$ cat src/ppfs_map.vh
// Pin function codes and analog channel codes for the port pin function select block
`ifndef PPFS_MAP_VH
`define PPFS_MAP_VH

// ----------------------------------------
// Pin function codes
// ----------------------------------------
`define PPFS_FN_W 3
`define PPFS_FN_IN 3'h0
`define PPFS_FN_OUT 3'h1
`define PPFS_FN_PERIPH_OUT 3'h2
`define PPFS_FN_PERIPH_IN 3'h3
`define PPFS_FN_BIDIR 3'h4
`define PPFS_FN_PROHIBITED 3'h5

// ----------------------------------------
// Analog channel codes
// ----------------------------------------
`define PPFS_CH_W 4
`define PPFS_CH_AN2 4'h6
`define PPFS_CH_AN1 4'h5
`define PPFS_CH_AN0 4'h4

`endif

$ cat src/ppfs_top.v
// Port pin function select: decodes control bits into per-pin functions
`timescale 1ns/1ps
`include "ppfs_map.vh"
module ppfs_top (
    input wire clk_i,
    input wire reset_n_i,
    input wire iic_bus_enable_i,
    input wire serial2_tx_select_i,
    input wire rx_enable_bit_i,
    input wire clock_out_select_i,
    input wire serial_clk_ext_i,
    input wire serial_clk_int_i,
    input wire sync_mode_bit_i,
    input wire p3_bit2_dir_i,
    input wire p3_bit1_dir_i,
    input wire p3_bit0_dir_i,
    input wire ext_int4_select_i,
    input wire p9_bit2_dir_i,
    input wire ext_int3_select_i,
    input wire ext_int1_select_i,
    input wire ext_int0_select_i,
    input wire [3:0] adc_channel_field_i,
    output reg [2:0] p3_pin2_fn_o,
    output reg [2:0] p3_pin1_fn_o,
    output reg [2:0] p3_pin0_fn_o,
    output reg [2:0] p9_pin2_fn_o,
    output reg [2:0] portb_pin2_fn_o,
    output reg [2:0] portb_pin1_fn_o,
    output reg [2:0] portb_pin0_fn_o
);

    // ----------------------------------------
    // Local constants
    // ----------------------------------------
    localparam PB_PINS = 3; // Analog-capable port B pins

    // ----------------------------------------
    // Helper functions
    // ----------------------------------------
    // Port direction bit to function code
    function [2:0] ppfs_dir;
        input dir; // Direction bit, 1 = output
        begin
            if (dir) begin
                ppfs_dir = `PPFS_FN_OUT; // Port output
            end else begin
                ppfs_dir = `PPFS_FN_IN; // Port input
            end
        end
    endfunction

    // Port B pin: interrupt, analog channel match or plain input
    // Interrupt and analog input share one code: both are peripheral inputs
    function [2:0] ppfs_pb;
        input irq_sel; // Interrupt select of this pin
        input [3:0] ch; // Current analog channel code
        input [3:0] code; // Channel code owned by this pin
        begin
            if (irq_sel) begin
                ppfs_pb = `PPFS_FN_PERIPH_IN; // Interrupt input wins
            end else if (ch == code) begin
                ppfs_pb = `PPFS_FN_PERIPH_IN; // Analog input
            end else begin
                ppfs_pb = `PPFS_FN_IN; // Plain port input
            end
        end
    endfunction

    // ----------------------------------------
    // Next-value signals
    // ----------------------------------------
    reg [2:0] next_p3_pin2; // Decoded port 3 pin 2
    reg [2:0] next_p3_pin1; // Decoded port 3 pin 1
    reg [2:0] next_p3_pin0; // Decoded port 3 pin 0
    reg [2:0] next_p9_pin2; // Decoded port 9 pin 2
    wire [PB_PINS-1:0] pb_irq_sel; // Port B interrupt selects, index = pin
    wire [4*PB_PINS-1:0] pb_code; // Channel code owned by each port B pin
    wire [3*PB_PINS-1:0] next_pb; // Decoded port B pins, three bits each

    // ----------------------------------------
    // Port 3 pin 2 decode
    // ----------------------------------------
    // I2C clock line over serial transmit over plain port
    always @* begin
        if (iic_bus_enable_i) begin
            // I2C owns the line in both directions
            next_p3_pin2 = `PPFS_FN_BIDIR;
        end else if (serial2_tx_select_i) begin
            // Serial transmit output
            next_p3_pin2 = `PPFS_FN_PERIPH_OUT;
        end else begin
            // Plain port, direction bit decides
            next_p3_pin2 = ppfs_dir(p3_bit2_dir_i);
        end
    end

    // ----------------------------------------
    // Port 3 pin 1 decode
    // ----------------------------------------
    // I2C data line over serial receive over plain port
    always @* begin
        if (iic_bus_enable_i) begin
            // I2C owns the line in both directions
            next_p3_pin1 = `PPFS_FN_BIDIR;
        end else if (rx_enable_bit_i) begin
            // Serial receive input
            next_p3_pin1 = `PPFS_FN_PERIPH_IN;
        end else begin
            // Plain port, direction bit decides
            next_p3_pin1 = ppfs_dir(p3_bit1_dir_i);
        end
    end

    // ----------------------------------------
    // Port 3 pin 0 decode
    // ----------------------------------------
    // Timer clock out over serial clock over plain port
    // External serial clock wins over internal clock or sync mode
    always @* begin
        if (clock_out_select_i) begin
            // Timer clock output
            next_p3_pin0 = `PPFS_FN_PERIPH_OUT;
        end else if (serial_clk_ext_i) begin
            // Serial clock taken from outside
            next_p3_pin0 = `PPFS_FN_PERIPH_IN;
        end else if (serial_clk_int_i || sync_mode_bit_i) begin
            // Serial clock driven from inside
            next_p3_pin0 = `PPFS_FN_PERIPH_OUT;
        end else begin
            // Plain port, direction bit decides
            next_p3_pin0 = ppfs_dir(p3_bit0_dir_i);
        end
    end

    // ----------------------------------------
    // Port 9 pin 2 decode
    // ----------------------------------------
    // Interrupt 4 input, plain port, or a flagged prohibited setting
    // The prohibited code lets the far side see a bad setting one clock after it is set
    always @* begin
        if (ext_int4_select_i && p9_bit2_dir_i) begin
            // Interrupt with output direction: not allowed
            next_p9_pin2 = `PPFS_FN_PROHIBITED;
        end else if (ext_int4_select_i) begin
            // Interrupt 4 input
            next_p9_pin2 = `PPFS_FN_PERIPH_IN;
        end else begin
            // Plain port, direction bit decides
            next_p9_pin2 = ppfs_dir(p9_bit2_dir_i);
        end
    end

    // ----------------------------------------
    // Port B decode
    // ----------------------------------------
    // Selects and owned channel codes gathered by pin index
    assign pb_irq_sel = {ext_int3_select_i, ext_int1_select_i, ext_int0_select_i};
    assign pb_code = {`PPFS_CH_AN2, `PPFS_CH_AN1, `PPFS_CH_AN0};

    // Same decode for every analog-capable pin
    genvar pb_idx;
    generate
        for (pb_idx = 0; pb_idx < PB_PINS; pb_idx = pb_idx + 1) begin : pb_dec
            assign next_pb[3*pb_idx+2:3*pb_idx] = ppfs_pb(pb_irq_sel[pb_idx],
                adc_channel_field_i, pb_code[4*pb_idx+3:4*pb_idx]);
        end
    endgenerate

    // ----------------------------------------
    // Output registers
    // ----------------------------------------
    // Codes follow the selects one clock later, with no further sequencing;
    // the register keeps every output on a flip-flop at the cost of that cycle
    // Port 3 pin function registers
    always @(posedge clk_i or negedge reset_n_i) begin
        if (!reset_n_i) begin
            // Reset: every pin a plain port input
            p3_pin2_fn_o <= `PPFS_FN_IN;
            p3_pin1_fn_o <= `PPFS_FN_IN;
            p3_pin0_fn_o <= `PPFS_FN_IN;
        end else begin
            // Load the current decode
            p3_pin2_fn_o <= next_p3_pin2;
            p3_pin1_fn_o <= next_p3_pin1;
            p3_pin0_fn_o <= next_p3_pin0;
        end
    end

    // Port 9 pin function register
    always @(posedge clk_i or negedge reset_n_i) begin
        if (!reset_n_i) begin
            // Reset: plain port input
            p9_pin2_fn_o <= `PPFS_FN_IN;
        end else begin
            // Load the current decode
            p9_pin2_fn_o <= next_p9_pin2;
        end
    end

    // Port B pin function registers
    always @(posedge clk_i or negedge reset_n_i) begin
        if (!reset_n_i) begin
            // Reset: every pin a plain port input
            portb_pin2_fn_o <= `PPFS_FN_IN;
            portb_pin1_fn_o <= `PPFS_FN_IN;
            portb_pin0_fn_o <= `PPFS_FN_IN;
        end else begin
            // Load the current decode, one slice per pin
            portb_pin2_fn_o <= next_pb[8:6];
            portb_pin1_fn_o <= next_pb[5:3];
            portb_pin0_fn_o <= next_pb[2:0];
        end
    end

endmodule // ppfs_top

$ cat config.mk
export PLATFORM = sky130hd
export DESIGN_NAME = ppfs_top
export DESIGN_NICKNAME = d
export VERILOG_FILES = /design/src/ppfs_top.v
export VERILOG_INCLUDE_DIRS = /design/src
export SDC_FILE = /design/constraint.sdc
export NUM_CORES = 1
export LEC_CHECK = 0
export BUFFER_PORTS_ARGS = -buffer_cell sky130_fd_sc_hd__clkbuf_2
export CAP_MARGIN = 15
export CORE_MARGIN = 2
export CORE_UTILIZATION = 35
export DETAILED_ROUTE_END_ITERATION = 10
export PLACE_DENSITY = 0.72
export SLEW_MARGIN = 0
export SYNTH_ARGS = -nofsm -noshare
export SYNTH_HDL_FRONTEND = slang
export SYNTH_SLANG_ARGS = --single-unit
$ cat constraint.sdc
create_clock -name clk_i -period 0.8 [get_ports clk_i]
set_input_delay 0.16 -clock clk_i [delete_from_list [all_inputs] [get_ports clk_i]]
set_output_delay 0.16 -clock clk_i [all_outputs]
set_load 0.02 [all_outputs]
==> flow_metrics.env <==
export IMPL_grt_max_degree=14
export IMPL_syn_inst=40
export IMPL_post_drt_via_cell_ratio=4.49
export IMPL_hold_viol_final=0
export IMPL_timing_final_setup_violations=17
export IMPL_synth_warning_count=0
export IMPL_critPathRequiredTime_ns=0.64
export IMPL_synth_top_cell_by_area="dfrtp_1"
export IMPL_cts_post_setup_buffers_inserted=0
export IMPL_share_of_the_yosys_chip_area_belonging_to_registers_pct=65.0
export IMPL_tritoncts_num_buffers=3
export IMPL_post_dp_cell_area_sq_um=656
export IMPL_syn_to_final_growth_pct=57.0
export IMPL_netlist_top_cells_count="dfrtp_1, buf_4, inv_1, nor2b_1"
export IMPL_grt_remaining_overflow=0
export IMPL_critical_path_top_delay_family="flip-flops"
export IMPL_syn_area_sq_um=500
export IMPL_holdCritStartpoint="serial2_tx_select_i"
export IMPL_fp_coreArea_sq_um=1320
export IMPL_hold_path_depth=2
export IMPL_via_count_of_the_first_global_routing_pass=375
export IMPL_critical_path_buf_inv_count=1
export IMPL_synth_top_cells_by_area="dfrtp_1, buf_4, nor2b_1"
export IMPL_critPathArrivalTime_ns=0.83
export IMPL_die_height_microns=41.8
export IMPL_outcome="finished, violations left"
export IMPL_die_x_microns=41.8
export IMPL_wire_length_of_the_first_global_routing_pass_microns=1550
export IMPL_clkSlewWorstSetupHoldPaths_ns=0.08
export IMPL_final_count_of_pins_violating_max_slew=0
export IMPL_fmax_mhz=1010
export IMPL_die_area_sq_um=1750
export IMPL_layout_nets=99
export IMPL_yosysMostFrequentCell="dfrtp_1"
export IMPL_cp_cell_sequence="clkbuf_2"
export IMPL_share_clk_of_total_power_pct=28.3
export IMPL_unrepaired_setup_endpoints_after_global_routing="true"
export IMPL_pwr_share_seq_pct=51.6
export IMPL_clockRootBuffer="clkbuf_4"
export IMPL_port_buffer_count=37
export IMPL_routabilityCongestion=0.646
export IMPL_drt_pass1_iterations=1
export IMPL_timing_critical_path_from_type="register"
export IMPL_worst_case_setup_slack_after_placement_ns=-0.102
export IMPL_fin_util_pct=59.6
export IMPL_tritoncts_num_sinks=13
export IMPL_total_switching_power_uw=360
export IMPL_min_period_over_period_pct=124
export IMPL_drive_gt1_share_pct=53.2
export IMPL_power_ir_vdd_worst_mv=0.846
export IMPL_critical_path_max_stage_delay_ns=0.40
export IMPL_synth_top_area_share_pct=65.0
export IMPL_worstHoldPathType="in2reg"
export IMPL_avgRoutedWirePerCell_microns=11.9
export IMPL_static_power_due_to_leakage_uw=0.000429
export IMPL_antenna_cells=0
export IMPL_fin_cells=92
export IMPL_placementRows=13
export IMPL_floorplan_io_pins=42
export IMPL_via_count=413
export IMPL_number_of_cells_in_the_design_after_placement=87
export IMPL_grt_antenna_before_repair=0
export IMPL_route_detailed_drc=0
export IMPL_initial_utilization_pct=38.0
export IMPL_async_flop_share_pct=100
export IMPL_totalPowerFinal_uw=1380
export IMPL_slowest_stage="dfrtp_1"
export IMPL_endpoint_kind="primary output"
export IMPL_yosys_register_bits=13
export IMPL_max_cap_violations=0
export IMPL_timing_hold_worst_endpoint="p3_pin2_fn_o[0]"
export IMPL_synthDistinctLibCells=14
export IMPL_h_tree_levels=1
export IMPL_design_area_sq_um=786
export IMPL_fill_cells=116
export IMPL_wirelength_microns=1100
export IMPL_clock_path_buffers=2
export IMPL_failed_checks="negative setup slack"
export IMPL_worst_path_max_fanout=2
export IMPL_detail_route_iter0_violations=0
export IMPL_power_switching_share_pct=26.1
export IMPL_internal_power_uw=1020
export IMPL_finalWorstSetupSlack_ns=-0.189
export IMPL_power_density_nw_per_um2=1760
export IMPL_period_needed_ns=0.989
export IMPL_pwr_share_comb_pct=20.1
export IMPL_crit_type="reg2out"
export IMPL_groute_usage_overall_pct=12.3
export IMPL_route_antenna_remaining_nets=0
export IMPL_yosys_most_used_dff="dfrtp_1"
export IMPL_synthesis_area_per_instance_sq_um=12.5
export IMPL_synth_edff_count=0
export IMPL_cts_tree="built"
[per-layer routing]
layer / vias up / part of all wire (%) / track usage [%]
li1: 190 / - / -
met1: 196 / 32 / 13.1
met2: 25 / 58 / 19.7
met3: 2 / 8.9 / 5.65
met4: 0 / 1.3 / 7.74
met5: - / 0 / 0
[placed cells by master, fill, tap and decap left out]
cell type       n
or2_2           1
nor3b_1         2
or3b_1          1
clkbuf_2       22
buf_6          15
dfrtp_1        13
nor2b_1         3
inv_1           3
clkbuf_1        1
and2_1          1
or4_1           1
clkbuf_4        3
dlygate4sd3_1   1
a21o_1          2
a21oi_1         1
conb_1          4
a41o_1          1
nor2_1          2
[what timing repair did]
item | 4_1_cts | 5_1_grt
hold buffers | 1 | 0
endpoints found under the setup margin | 17 | 17
gates resized for setup | 0 | 45
hold endpoints to repair | 13 | 0
[area by class of cell]
type	instances	area [sq um]	share of cell area (%)
Sequential cell	13	325	41.4
Inverter	3	11.3	1.43
Tap cell	15	18.8	2.39
Clock buffer	4	26.3	3.34
Multi-Input combinational cell	19	115	14.6
Timing Repair Buffer	38	289	36.8
[worst max-delay path by stage]
stage                      end  slack, ns  cells after the start             from
6_report       p3_pin1_fn_o[2]      -0.19                      1  p3_pin1_fn_o[2]
4_1_cts        p3_pin2_fn_o[2]      -0.18                      1  p3_pin1_fn_o[2]
5_1_grt        p3_pin1_fn_o[2]      -0.22                      1  p3_pin1_fn_o[2]
3_3_place_gp   p3_pin0_fn_o[1]      -0.08                      2  sync_mode_bit_i
2_1_floorplan  p3_pin0_fn_o[1]      0.007                      1  sync_mode_bit_i
3_5_place_dp   p3_pin0_fn_o[1]      -0.10                      2  sync_mode_bit_i
[through the flow]
stage | TNS (ns) | hold slack (ns)
finish | -2.60 | 0.0547
global route | -3.15 | 0.0507
CTS | -2.73 | 0.0350
detailed placement | -0.144 | 0.0688
global placement | -0.100 | 0.0572
floorplan | 0 | -0.136
[power by group through the flow]
stage	registers (uW)	clock network (uW)	logic, uW
finish	711	391	278
global placement	713	0	220
floorplan	760	0	93.6
global route	716	435	299
CTS	702	407	229
detailed placement	715	0	225
[registers in the layout (all words and copies together) (netlist names)]
signal / flops
p9_pin2_fn_o: 3
portb_pin2_fn_o: 1
p3_pin2_fn_o: 2
portb_pin0_fn_o: 1
portb_pin1_fn_o: 1
p3_pin0_fn_o: 2
p3_pin1_fn_o: 3
[cells by family after synthesis]
family / Yosys count / share of synthesized area [%]
buffers and inverters: 11 / 14.3
DFF: 13 / 65.0
and+or+nand+nor: 11 / 14.0
other: 1 / 0.749
AOI/OAI and AO/OA: 4 / 6.00
Note: power is estimated with default switching activity, not from simulation.
